==> config.mk <==
export PLATFORM = sky130hd
export DESIGN_NAME = ues_top
export DESIGN_NICKNAME = d
export VERILOG_FILES = /design/src/rtl/ues_pkg.sv /design/src/rtl/ues_top.sv
export VERILOG_INCLUDE_DIRS = /design/src /design/src/rtl
export SDC_FILE = /design/constraint.sdc
export NUM_CORES = 1
export LEC_CHECK = 0
export BUFFER_PORTS_ARGS = -buffer_cell sky130_fd_sc_hd__buf_4
export CAP_MARGIN = 20
export CORE_MARGIN = 8
export CORE_UTILIZATION = 30
export DETAILED_ROUTE_END_ITERATION = 6
export PLACE_DENSITY_LB_ADDON = 0.2
export SYNTH_ARGS = -nofsm -noshare
export SYNTH_HDL_FRONTEND = slang
export SYNTH_SLANG_ARGS = --single-unit
==> constraint.sdc <==
create_clock -name pclk -period 3 [get_ports pclk]
set_clock_uncertainty 0.1 [all_clocks]
set_input_delay 0.6 -clock pclk [delete_from_list [all_inputs] [get_ports pclk]]
set_output_delay 0.6 -clock pclk [all_outputs]
set_load 0.03 [all_outputs]
==> src/rtl/ues_defs.svh <==
// register offsets, field positions, reset values and counts of the uart status block
// assumes an 8-bit apb byte address decoded against these offsets
`ifndef UES_DEFS_SVH
`define UES_DEFS_SVH
`define UES_OFF_SERIAL_PORT_CONTROL 8'h98
`define UES_OFF_POWER_CONTROL 8'h9c
`define UES_OFF_RELOAD 8'ha0
`define UES_OFF_SERIAL_BUFFER 8'ha4
`define UES_OFF_INT_STATUS 8'ha8
`define UES_OFF_INT_MASK 8'hac
`define UES_BIT_VIEW_SELECT 0
`define UES_BIT_BAUD_DOUBLER 1
`define UES_BIT_T1_CLOCK_SELECT 2
`define UES_RST_CONTROL 8'h00
`define UES_RST_RELOAD 8'h00
`define UES_PRESCALE_LAST 4'hb
`define UES_OS_MID 4'h7
`define UES_OS_LAST 4'hf
`define UES_MODE2_DIV_FAST 2'h1
`define UES_MODE2_DIV_SLOW 2'h3
`define UES_TX_BITS_8 4'h9
`define UES_TX_BITS_9 4'ha
`define UES_RX_BITS_8 4'h7
`define UES_RX_BITS_9 4'h8
`endif

==> src/rtl/ues_pkg.sv <==
// types of the uart status block
// assumes nothing beyond a systemverilog tool
`default_nettype none
package ues_pkg;
    typedef enum logic [3:0] {
        UES_RX_IDLE = 4'b0001,
        UES_RX_START = 4'b0010,
        UES_RX_DATA = 4'b0100,
        UES_RX_STOP = 4'b1000
    } ues_rx_state_t;

    typedef struct packed {
        logic mode_select_high;
        logic mode_select_low;
        logic multiproc_enable;
        logic rx_enable;
        logic tx_ninth;
        logic rx_ninth;
        logic tx_done_flag;
        logic rx_done_flag;
        logic framing_error_flag;
        logic rx_overrun_flag;
        logic tx_collision_flag;
        logic status_view_select;
        logic baud_doubler;
        logic timer1_clock_select;
        logic [7:0] timer1_reload_value;
        logic [7:0] timer;
        logic [3:0] prescale;
        logic half;
        logic [1:0] mode2_div;
        ues_rx_state_t rx_st;
        logic rx_sync1;
        logic rx_sync2;
        logic [3:0] rx_os;
        logic [3:0] rx_bit;
        logic [8:0] rx_shift;
        logic [7:0] rx_buffer;
        logic rx_unread;
        logic tx_busy;
        logic [9:0] tx_shift;
        logic [3:0] tx_os;
        logic [3:0] tx_bit;
        logic txd;
        logic [4:0] int_status;
        logic [4:0] int_mask;
        logic irq;
        logic pready;
        logic pslverr;
        logic [31:0] prdata;
    } ues_state_t;
endpackage
`default_nettype wire

==> src/rtl/ues_top.sv <==
// uart error status and control: apb registers, baud timer, serial rx/tx with error flags
// assumes a 25 MHz pclk and an asynchronous rxd pin
//
// Functional notes
// in modes 1-3 a byte latched while previous unread sets rx overrun flag
// a stop bit sampled low sets the framing error flag
// control bit 6 shows overrun flag in status view, else mode_select_low
// control bit 7 shows framing flag in status view, else mode_select_high
// software sets doubler and timer1 clock select for standard reload values
// with both set, bit rate outside mode 2 is pclk / (16 * (256 - reload)); mode 2 takes 16 ticks of 2 pclk
// status view select in power control picks status or mode bits
// writing serial buffer while transmitting sets tx collision flag on bit 5
// error flags stay set until written 0 while status view is selected
`timescale 1ns/100ps
`default_nettype none
`include "ues_defs.svh"
module ues_top #(
    parameter int ADDR_W = 8
) (
    // clock and reset
    input wire logic pclk,
    input wire logic presetn,
    // apb slave
    input wire logic psel,
    input wire logic penable,
    input wire logic pwrite,
    input wire logic [ADDR_W-1:0] paddr,
    input wire logic [31:0] pwdata,
    output logic [31:0] prdata,
    output logic pready,
    output logic pslverr,
    // serial line
    input wire logic rxd,
    output logic txd,
    // interrupt
    output logic irq
);
    import ues_pkg::*;

    if (ADDR_W < 8) begin : g_addr_check
        $error("ADDR_W must be at least 8");
    end

    function automatic logic flag_upd(input logic cur, input logic set, input logic clr);
        flag_upd = set | (cur & ~clr);
    endfunction

    localparam ues_state_t ST_RST = '{rx_st: UES_RX_IDLE, txd: 1'b1, default: '0};

    ues_state_t s;
    ues_state_t n;

    ////////////////////////////////////////////////////////////////////////////
    logic acc;
    logic wr;
    logic [7:0] addr;
    logic [7:0] wb;
    logic mode_on;
    logic nine;
    logic t_tick;
    logic ovf;
    logic os_tick;
    logic rx_load;
    logic rx_fe;
    logic tx_end;
    logic tx_coll;
    logic [7:0] rx_data;
    logic rx_9th;
    logic [7:0] ctl_rd;
    logic sbuf_rd;
    logic ist_rd;
    logic ctl_wr;

    always_comb begin
        n = s;
        acc = psel & penable & s.pready;
        wr = acc & pwrite;
        addr = paddr[7:0];
        wb = pwdata[7:0];
        ctl_wr = wr & (addr == `UES_OFF_SERIAL_PORT_CONTROL);
        sbuf_rd = acc & ~pwrite & (addr == `UES_OFF_SERIAL_BUFFER);
        mode_on = s.mode_select_high | s.mode_select_low;
        nine = s.mode_select_high;
        rx_load = 1'b0;
        rx_fe = 1'b0;
        tx_end = 1'b0;
        tx_coll = 1'b0;
        rx_data = nine ? s.rx_shift[7:0] : s.rx_shift[8:1];
        rx_9th = s.rx_shift[8];
        // baud timer: overflow reloads, 16 overflows per bit with doubler
        t_tick = s.timer1_clock_select | (s.prescale == `UES_PRESCALE_LAST);
        n.prescale = (s.timer1_clock_select | (s.prescale == `UES_PRESCALE_LAST)) ? 4'h0 :
            s.prescale + 4'h1;
        ovf = t_tick & (s.timer == 8'hff);
        if (t_tick) begin
            n.timer = ovf ? s.timer1_reload_value : s.timer + 8'h01;
        end
        if (ovf) begin
            n.half = ~s.half;
        end
        if (s.mode_select_high & ~s.mode_select_low) begin
            os_tick = (s.mode2_div == (s.baud_doubler ? `UES_MODE2_DIV_FAST :
                `UES_MODE2_DIV_SLOW));
            n.mode2_div = os_tick ? 2'h0 : s.mode2_div + 2'h1;
        end else begin
            os_tick = ovf & (s.baud_doubler | s.half);
            n.mode2_div = 2'h0;
        end
        ////////////////////////////////////////////////////////////////////////
        // receiver
        n.rx_sync1 = rxd;
        n.rx_sync2 = s.rx_sync1;
        case (s.rx_st)
            UES_RX_IDLE: begin
                if (~s.rx_sync2 & s.rx_enable & mode_on) begin
                    n.rx_st = UES_RX_START;
                    n.rx_os = 4'h0;
                end
            end
            UES_RX_START: begin
                if (os_tick) begin
                    n.rx_os = s.rx_os + 4'h1;
                    if (s.rx_os == `UES_OS_MID) begin
                        n.rx_os = 4'h0;
                        n.rx_bit = 4'h0;
                        n.rx_st = s.rx_sync2 ? UES_RX_IDLE : UES_RX_DATA;
                    end
                end
            end
            UES_RX_DATA: begin
                if (os_tick) begin
                    n.rx_os = s.rx_os + 4'h1;
                    if (s.rx_os == `UES_OS_LAST) begin
                        n.rx_shift = {s.rx_sync2, s.rx_shift[8:1]};
                        n.rx_bit = s.rx_bit + 4'h1;
                        if (s.rx_bit == (nine ? `UES_RX_BITS_9 : `UES_RX_BITS_8)) begin
                            n.rx_st = UES_RX_STOP;
                        end
                    end
                end
            end
            UES_RX_STOP: begin
                if (os_tick) begin
                    n.rx_os = s.rx_os + 4'h1;
                    if (s.rx_os == `UES_OS_LAST) begin
                        n.rx_st = UES_RX_IDLE;
                        rx_fe = ~s.rx_sync2;
                        rx_load = ~s.multiproc_enable | (nine ? rx_9th : s.rx_sync2);
                    end
                end
            end
            default: begin
                n.rx_st = UES_RX_IDLE;
            end
        endcase
        ////////////////////////////////////////////////////////////////////////
        // transmitter
        if (s.tx_busy & os_tick) begin
            n.tx_os = s.tx_os + 4'h1;
            if (s.tx_os == `UES_OS_LAST) begin
                if (s.tx_bit == 4'h0) begin
                    n.tx_busy = 1'b0;
                    tx_end = 1'b1;
                end else begin
                    n.txd = s.tx_shift[0];
                    n.tx_shift = {1'b1, s.tx_shift[9:1]};
                    n.tx_bit = s.tx_bit - 4'h1;
                end
            end
        end
        if (wr & (addr == `UES_OFF_SERIAL_BUFFER)) begin
            if (s.tx_busy) begin
                tx_coll = 1'b1;
            end else if (mode_on) begin
                n.tx_busy = 1'b1;
                n.txd = 1'b0;
                n.tx_os = 4'h0;
                n.tx_shift = {1'b1, nine ? s.tx_ninth : 1'b1, wb};
                n.tx_bit = nine ? `UES_TX_BITS_9 : `UES_TX_BITS_8;
            end
        end
        ////////////////////////////////////////////////////////////////////////
        // control register writes, hardware sets win over software clears
        if (ctl_wr) begin
            if (s.status_view_select) begin
                n.framing_error_flag = s.framing_error_flag & wb[7];
                n.rx_overrun_flag = s.rx_overrun_flag & wb[6];
                n.tx_collision_flag = s.tx_collision_flag & wb[5];
            end else begin
                n.mode_select_high = wb[7];
                n.mode_select_low = wb[6];
                n.multiproc_enable = wb[5];
            end
            n.rx_enable = wb[4];
            n.tx_ninth = wb[3];
            n.rx_ninth = wb[2];
            n.tx_done_flag = wb[1];
            n.rx_done_flag = wb[0];
        end
        if (sbuf_rd) begin
            n.rx_unread = 1'b0;
        end
        if (rx_load) begin
            n.rx_buffer = rx_data;
            n.rx_ninth = nine ? rx_9th : s.rx_sync2;
            n.rx_done_flag = 1'b1;
            n.rx_unread = 1'b1;
        end
        n.rx_overrun_flag = n.rx_overrun_flag | (rx_load & s.rx_unread);
        n.framing_error_flag = n.framing_error_flag | rx_fe;
        n.tx_collision_flag = n.tx_collision_flag | tx_coll;
        n.tx_done_flag = n.tx_done_flag | tx_end;
        ////////////////////////////////////////////////////////////////////////
        // other registers
        if (wr & (addr == `UES_OFF_POWER_CONTROL)) begin
            n.status_view_select = wb[`UES_BIT_VIEW_SELECT];
            n.baud_doubler = wb[`UES_BIT_BAUD_DOUBLER];
            n.timer1_clock_select = wb[`UES_BIT_T1_CLOCK_SELECT];
        end
        if (wr & (addr == `UES_OFF_RELOAD)) begin
            n.timer1_reload_value = wb;
        end
        if (wr & (addr == `UES_OFF_INT_MASK)) begin
            n.int_mask = wb[4:0];
        end
        ist_rd = wr & (addr == `UES_OFF_INT_STATUS);
        n.int_status[0] = flag_upd(s.int_status[0], rx_load, ist_rd & wb[0]);
        n.int_status[1] = flag_upd(s.int_status[1], tx_end, ist_rd & wb[1]);
        n.int_status[2] = flag_upd(s.int_status[2], rx_load & s.rx_unread, ist_rd & wb[2]);
        n.int_status[3] = flag_upd(s.int_status[3], rx_fe, ist_rd & wb[3]);
        n.int_status[4] = flag_upd(s.int_status[4], tx_coll, ist_rd & wb[4]);
        n.irq = |(s.int_status & s.int_mask);
        ////////////////////////////////////////////////////////////////////////
        // apb answer: one wait state, read data captured before the final edge
        ctl_rd = {s.status_view_select ? s.framing_error_flag : s.mode_select_high,
            s.status_view_select ? s.rx_overrun_flag : s.mode_select_low,
            s.status_view_select ? s.tx_collision_flag : s.multiproc_enable,
            s.rx_enable, s.tx_ninth, s.rx_ninth, s.tx_done_flag, s.rx_done_flag};
        n.pready = psel & penable & ~s.pready;
        n.pslverr = 1'b0;
        n.prdata = 32'h0000_0000;
        if (psel & penable & ~s.pready) begin
            case (addr)
                `UES_OFF_SERIAL_PORT_CONTROL: n.prdata = {24'h00_0000, ctl_rd};
                `UES_OFF_POWER_CONTROL: n.prdata = {29'h0000_0000, s.timer1_clock_select,
                    s.baud_doubler, s.status_view_select};
                `UES_OFF_RELOAD: n.prdata = {24'h00_0000, s.timer1_reload_value};
                `UES_OFF_SERIAL_BUFFER: n.prdata = {24'h00_0000, s.rx_buffer};
                `UES_OFF_INT_STATUS: n.prdata = {27'h000_0000, s.int_status};
                `UES_OFF_INT_MASK: n.prdata = {27'h000_0000, s.int_mask};
                default: n.pslverr = 1'b1;
            endcase
            if (paddr != ADDR_W'(addr)) begin
                n.pslverr = 1'b1;
                n.prdata = 32'h0000_0000;
            end
        end
    end

    ////////////////////////////////////////////////////////////////////////////
    always_ff @(posedge pclk or negedge presetn) begin
        if (!presetn) begin
            s <= ST_RST;
        end else begin
            s <= n;
        end
    end

    assign prdata = s.prdata;
    assign pready = s.pready;
    assign pslverr = s.pslverr;
    assign txd = s.txd;
    assign irq = s.irq;
endmodule // ues_top
`default_nettype wire

# After elaboration in Yosys (flattened, before gate mapping)
# Cells that the tools add are included.
op_classes:
  addsub: 7
  eq_ne: 25
  muxes: 61
  bitwise: 58
  n_reduce_logical: 12
op_table:
  columns: ["op", "n"]
  rows:
  - ["$mux 20", 4]
  - ["$eq 8x8->1 const B", 7]
  - ["$mux 4", 12]
  - ["$pmux 8 s6", 1]
  - ["$mux 33", 1]
  - ["$and 1x1->1", 32]
  - ["$mux 8", 4]
  - ["$pmux 4 s4", 2]
  - ["$mux 1", 23]
  - ["$mux 17", 1]
  - ["$add 4x1->4 const B", 4]
  - ["$eq 4x4->1 const B", 4]
  - ["$ne 2x2->1 const B", 8]
  - ["$mux 13", 1]
  - ["$or 1x1->1", 13]
  - ["$not 1->1", 12]
  - ["$mux 11", 1]
  - ["$mux 10", 1]
  - ["$mux 5", 2]
  - ["$reduce_and 5->1", 2]
  - ["$add 8x1->8 const B", 1]
  - ["$eq 4x3->1 const B", 2]
  - ["$mux 2", 4]
  - ["$pmux 4 s2", 1]
  - ["17 further kinds", 20]
word_totals:
  reg_bits: 134
  out_inout_bits: 36
  word_cells: 201

# Longest topological paths before layout
# Gate-level depths: netlist of the first run.
logic_depth:
  ltp_word: 10
  depth_mapped: 8
  depth_no_buf: 6

# Worst setup path before layout of the first run
# No wires, ideal clock.
synth_timing:
  kind: "input -> register"
  from: "input port paddr[1]"
  to: "register s, in the netlist nine"
  setup_ps: 125
  t_arrival_ps: 2338
  required_time_ps: 2775
  path_slack_ps: 437
  cell_stages: 6
  path_cell_list: "or4b_1 > buf_2 > nor3_2 > nand2_2 > nor2_1 > mux2_2"
synth_via:
  elab_chain_cells: 3
synth_lines:
  columns: ["element", "line", "text"]
  rows:
  - ["start, declared", "ues_top.sv:27", "input wire logic [ADDR_W-1:0] paddr,"]
  - ["$eq 8x8->1", null, null]
  - ["$and 1x1->1", "ues_top.sv:80", "ctl_wr = wr & (addr == `UES_OFF_SERIAL_PORT_CONTROL);"]
  - ["$reduce_and 2->1 (no source line)", null, null]
  - ["end signal, assigned", "ues_top.sv:265", "s <= n;"]
  - ["end, declared", "ues_top.sv:50", "ues_state_t s;"]
# Every way passes these cells.
# A chain may end at the register's enable or synchronous reset.

# Worst setup path after layout of the first run
layout_timing:
  from: "register s[104] (netlist name)"
  to: "register s[73] (netlist name)"
layout_via:
  elab_chain_cells: 6
layout_lines:
  columns: ["element", "line", "text"]
  rows:
  - ["$eq 8x8->1", "ues_top.sv:94", "ovf = t_tick & (s.timer == 8'hff);"]
  - ["$and 1x1->1", "ues_top.sv:94", null]
  - ["$and 1x1->1", "ues_top.sv:106", "os_tick = ovf & (s.baud_doubler | s.half);"]
  - ["$mux 1", "ues_top.sv:101", "if (s.mode_select_high & ~s.mode_select_low) begin"]
  - ["$mux 1", "ues_top.sv:143", "if (os_tick) begin"]
  - ["$mux 1", "ues_top.sv:113", "case (s.rx_st)"]
# Every way passes these cells.

==> flow_metrics.py, run 1 <==
metrics = {
    "logic_synthesis": {
        "yosysMostFrequentCell": "dfrtp_1",
        "synth_edf_count": 0,
        "ys_types": 63,
        "synth.top_cells.by_area": "dfrtp_1 (47%), mux2_2 (9.5%), buf_4 (4.1%)",
        "ys_seq_elements": 110,
        "async_flop_share_pct": 100.0,
        "synth.cell_area_sq_mm": 0.005798,
        "synth_cells": 565,
        "yosysWarnings": 0,
        "avgSynthCellArea_sq_um": 10.26,
        "yosys.area.top_type": "dfrtp_1",
        "synth_top_flop_cell": "dfrtp_1",
        "synth_common_cells": "dfrtp_1 (108), mux2_2 (49), nand2_1 (41), nor2_1 (35), buf_4 (32)",
        "seq_area_frac_synth_pct": 47.52,
        "synthDominantCellAreaShare_pct": 46.61,
    },
    "clock_tree": {
        "hold_buffers": 0,
        "h-tree-depth": 3,
        "tritoncts": "yes",
        "clock-root-buffer": "clkbuf_16",
        "clk_pin_slew_ns": 0.08,
        "cts.sink_count": 110,
        "numCtsBuffers": 9,
        "clk_latency_ns": 0.36,
        "cts.path.max_buffers": 2,
        "cts_setup_buffers": 0,
        "cts_resized": 0,
    },
    "run_status": {
        "status": "complete, no violations",
    },
    "place": {
        "port_buffers": 33,
        "routabilityCongestion": 0.8511,
        "dp_hpwl_mm": 10.85,
        "dp_slack_ns": 0.2326,
        "place_area_sq_mm": 0.006279,
    },
    "routing": {
        "wl_per_cell_microns": 17.28,
        "post-route-drc-count": 0,
        "wirelength_mm": 14.93,
        "antenna_left": 0,
        "via_per_inst": 5.106,
        "drt_iter0_markers": 309,
        "dr.pass1.iters": 5,
        "vias": 4412,
    },
    "layout": {
        "antenna_cells": 0,
        "n_fill_cell": 1955,
        "drive_gt1_share_pct": 21.54,
        "register_area_sq_mm": 0.002755,
        "multiInputGateArea_sq_mm": 0.002733,
        "syn_to_final_growth_pct": 13.29,
        "nets": 646,
        "design_area_sq_mm": 0.006569,
    },
    "flow_run": {
        "maxCapViolCount": 0,
    },
    "sta": {
        "tightest_slew_ns": 0.6184,
        "period_needed_ns": 2.649,
        "grt_setup_unrepaired": "false",
        "hold_slack_ns": 0.1018,
        "fmax_mhz": 377.5,
        "period_share_pct": 88.31,
        "hold_viol": 0,
        "slew_headroom_pct": 58.25,
        "setup_viol": 0,
        "final.setup.worst_slack_ns": 0.3508,
        "finalSetupTns_ns": 0,
        "slew_viol_final": 0,
    },
    "floorplan": {
        "dieArea_sq_mm": 0.02403,
        "rows": 51,
        "fp.coreArea_sq_mm": 0.01921,
        "pin_count": 82,
        "die_w_microns": 155.0,
        "initial_core_util_pct": 30.19,
        "die_h_microns": 155.0,
    },
    "power_and_ir_drop": {
        "powerDensity_mw_per_mm2": 474.0,
        "p_total_uw": 3114,
        "leakagePower_uw": 0.002877,
        "irDropWorstVdd_mv": 0.2726,
    },
    "worst_hold_path": {
        "hold_class": "in2async",
    },
    "setup_path": {
        "critical_path_required_ns": 3.14,
        "rr_endpoint": "s[73]$_DFFE_PN0P_",
        "r2r_cells": 6,
        "crit_fanout": 10,
        "worst_setup_path_end_kind": "flip-flop",
        "start_kind": "flip-flop",
        "r2r_slack_ns": 0.35,
        "critPathArrivalTime_ns": 2.79,
        "critical_path_class": "reg2reg",
        "worstReg2RegStart": "s[104]$_DFFE_PN0N_",
    },
    "global_routing": {
        "grt_pass1_vias": 4396,
        "grt_use_total_pct": 12.50,
        "grt.overflow.total": 0,
        "grt_start_max_net_pins": 42,
        "grt_first_pass_wirelength_mm": 23.81,
        "antenna_found_initial": 0,
    },
}
-- flip-flops by register name, indices dropped and copies added, names as in the netlist --
| register | cells |
|---|---|
| irq | 1 |
| pready | 1 |
| rx_9th | 1 |
| pslverr | 1 |
| s | 90 |
| ctl_rd | 5 |
| n | 1 |
| nine | 1 |
| prdata | 8 |
| txd | 1 |
-- worst max-delay path, stage by stage (launching register included) --
cell	delay, ns
dfrtp_1	0.42
ha_1	0.23
and3_1	0.20
nand2_1	0.17
o21ai_1	0.49
nand3_1	0.51
mux2_2	0.42
-- metrics by stage --
stage,util (%),std cells
6_report,34.20,864
5_1_grt,34.20,864
4_1_cts,34.20,864
3_5_place_dp,32.69,848
3_3_place_gp,32.69,848
2_1_floorplan,-,588
-- cell families (layout without fill, tap and decap cells) --
kind of cell	count (synthesis)	count (layout)	share of synthesized area (%)
adders and majority gates	6	6	1.295
other	1	24	0.06468
buffers and inverters	72	83	6.841
xor gates and xnor gates	10	10	1.511
muxes	66	66	12.45
DFF	110	110	47.52
AOI/OAI and AO/OA	116	116	13.49
and+or+nand+nor	184	184	16.83
-- report_power, final --
group          internal [uW]  switching, uW  leakage [uW]
sequential              1540           67.9       0.00135
combinational            113            205       0.00138
clock                    601            590      0.000145
total                   2250            862       0.00288
-- how the worst max path moves through the flow --
| stage | to | slack, ns | cells past startpoint | start |
|---|---|---|---|---|
| 2_1_floorplan | nine$_DFFE_PN0P_ | 0.44 | 6 | paddr[1] |
| 3_3_place_gp | s[48]$_DFF_PN0_ | 0.25 | 6 | paddr[1] |
| 3_5_place_dp | s[53]$_DFF_PN0_ | 0.23 | 6 | paddr[1] |
| 4_1_cts | s[73]$_DFFE_PN0P_ | 0.28 | 6 | s[104]$_DFFE_PN0N_ |
| 5_1_grt | s[42]$_DFF_PN0_ | 0.14 | 7 | s[104]$_DFFE_PN0N_ |
| 6_report | s[73]$_DFFE_PN0P_ | 0.35 | 6 | s[104]$_DFFE_PN0N_ |
-- layer usage --
metal  up-vias  track usage (%)  wire length [microns]
met4         0            3.500                    206
met5         -                0                      0
met1      2203            16.44                   6800
li1       2092                -                      -
met3        17            3.218                    846
met2       100            19.94                   7074
-- cell type report --
| class | count | area share, % |
|---|---|---|
| Sequential cell | 110 | 41.94 |
| Tap cell | 265 | 5.048 |
| Inverter | 15 | 0.8571 |
| Multi-Input combinational cell | 406 | 41.60 |
| Clock inverter | 6 | 0.7810 |
| Timing Repair Buffer | 52 | 6.133 |
| Clock buffer | 10 | 3.638 |
-- placed cells by master (no fill, tap or decap), types with 14 or more instances in the layout --
cell type	Yosys	final
a21oi_1	14	14
dfrtp_1	108	108
nand4_1	14	14
o21ai_0	26	26
inv_1	15	15
nor2_1	35	35
buf_4	32	51
mux2i_1	17	17
nand3_1	30	30
nand2_1	41	41
mux2_2	49	49
a31oi_1	18	18
conb_1	1	24
No activity file was read; power rests on OpenSTA's default activity.
==> inputs of run 2 (changes only) <==
CORE_MARGIN = default   (was 8)
==> run 2 against run 1 <==
Clock-buffer cell count fell by 1. Largest power group unchanged. Die area fell by 17%. Combinational power fell by 1%.
==> flow_metrics.py, run 2 (synthesized netlist as in run 1, its figures left out) <==
metrics = {
    "run_status": {
        "status": "complete, no violations",
    },
    "setup_path": {
        "r2r_cells": 6,
        "cpPeakStageDelay_ns": 0.51,
        "critical_path_required_ns": 3.15,
        "worst_setup_path_end_kind": "flip-flop",
        "rr_endpoint": "s[70]$_DFFE_PN0P_",
        "crit_fanout": 10,
        "start_kind": "flip-flop",
        "critPathBufInv": 0,
        "cp_top_family": "simple AND/OR/NAND/NOR gates",
        "r2r_slack_ns": 0.33,
        "critical_path_class": "reg2reg",
        "worstReg2RegStart": "s[104]$_DFFE_PN0N_",
        "crit_chain": "ha_1, and3_1, nand2_1, o21ai_1, nand3_1, mux2_2",
        "critPathArrivalTime_ns": 2.81,
        "critical-path-slowest-cell": "nand3_1",
    },
    "power_and_ir_drop": {
        "p_total_uw": 3255,
        "irDropWorstVdd_mv": 0.2774,
        "powerDensity_mw_per_mm2": 492.7,
        "leakagePower_uw": 0.002886,
    },
    "sta": {
        "hold_viol": 0,
        "setup_viol": 0,
        "period_needed_ns": 2.665,
        "slew_headroom_pct": 58.29,
        "period_share_pct": 88.84,
        "grt_setup_unrepaired": "false",
        "slew_viol_final": 0,
        "tightest_slew_ns": 0.6178,
        "fmax_mhz": 375.2,
        "finalSetupTns_ns": 0,
    },
    "routing": {
        "dr.pass1.iters": 5,
        "antenna_left": 0,
        "vias": 4440,
        "post-route-drc-count": 0,
        "drt_iter0_markers": 283,
        "wl_per_cell_microns": 16.92,
        "wirelength_mm": 14.53,
        "via_per_inst": 5.169,
    },
    "clock_tree": {
        "numCtsBuffers": 9,
        "hold_buffers": 0,
        "clk_pin_slew_ns": 0.08,
        "clk_latency_ns": 0.36,
        "tritoncts": "yes",
        "cts.sink_count": 110,
        "cts_resized": 0,
        "h-tree-depth": 3,
        "clock-root-buffer": "clkbuf_16",
        "cts_setup_buffers": 0,
        "cts.path.max_buffers": 2,
    },
    "layout": {
        "regMostFlops": "s",
        "final_common_cell": "dfrtp_1",
        "syn_to_final_growth_pct": 13.94,
        "drive_gt1_share_pct": 21.54,
        "nets": 646,
        "antenna_cells": 0,
        "largest_reg_flops": 90,
        "layout_common_cells": "dfrtp_1 (108), buf_4 (51), mux2_2 (49)",
    },
    "worst_hold_path": {
        "hold_class": "in2async",
    },
    "global_routing": {
        "grt_start_max_net_pins": 51,
        "grt_use_total_pct": 15.56,
        "grt_pass1_vias": 4365,
        "grt.overflow.total": 0,
        "antenna_found_initial": 0,
        "grt_first_pass_wirelength_mm": 23.85,
    },
    "floorplan": {
        "dieArea_sq_mm": 0.01989,
        "rows": 50,
        "fp.coreArea_sq_mm": 0.01883,
        "die_w_microns": 141.0,
        "die_h_microns": 141.0,
        "initial_core_util_pct": 30.79,
        "pin_count": 82,
    },
    "place": {
        "dp_hpwl_mm": 10.39,
        "routabilityCongestion": 0.8323,
        "port_buffers": 33,
    },
    "flow_run": {
        "maxCapViolCount": 0,
    },
}
[run 2: cell type report]
type	instances	area [sq um]
inverter	15	56.30
fill	1907	12220
tap	260	325.3
clock buffer	9	225.2
sequential	110	2755
multi-input combinational	406	2733
timing repair buffer	52	402.9
clock inverter	7	108.9
[run 2: metrics by stage]
| step | utilization, % | instance area, sq um | instances | hold slack [ns] | setup slack, ns |
|---|---|---|---|---|---|
| 4_1_cts | 35.08 | 6606 | 859 | 0.1721 | 0.2680 |
| 6_report | 35.08 | 6606 | 859 | 0.1416 | 0.3349 |
| 3_3_place_gp | 33.31 | 6272 | 843 | 0.2434 | 0.2177 |
| 5_1_grt | 35.08 | 6606 | 859 | 0.1899 | 0.04168 |
| 2_1_floorplan | - | 5884 | 588 | 0.2044 | 0.4373 |
| 3_5_place_dp | 33.31 | 6272 | 843 | 0.2411 | 0.1990 |
[run 2: worst reg2reg max path: stages (launching register included)]
cell	delay [ns]
dfrtp_1	0.41
ha_1	0.23
and3_1	0.21
nand2_1	0.17
o21ai_1	0.49
nand3_1	0.51
mux2_2	0.42
[run 2: how the worst max path moves through the flow]
stage | start | end | cells past startpoint
after floorplan | paddr[1] | nine$_DFFE_PN0P_ | 6
after global placement | paddr[1] | s[50]$_DFF_PN0_ | 6
after detailed placement | paddr[1] | s[53]$_DFF_PN0_ | 6
after CTS | s[104]$_DFFE_PN0N_ | s[71]$_DFFE_PN0P_ | 6
after global routing | s[104]$_DFFE_PN0N_ | s[124]$_DFF_PN0_ | 7
final | s[104]$_DFFE_PN0N_ | s[70]$_DFFE_PN0P_ | 6
[run 2: where the power goes]
group	internal, uW	total [uW]	switching (uW)	leakage [uW]
combinational	113	314	202	0.00138
clock	744	1340	594	0.000155
sequential	1540	1600	65.7	0.00135
[run 2: per-layer routing]
metal  global-route usage (%)  part of all wire, %  vias to the layer above
met1                    21.43                   47                     2220
met2                    24.51                   47                      111
li1                         -                    -                     2091
met4                    4.805                  1.8                        0
met3                    3.193                  4.1                       18
met5                        0                    0                        -
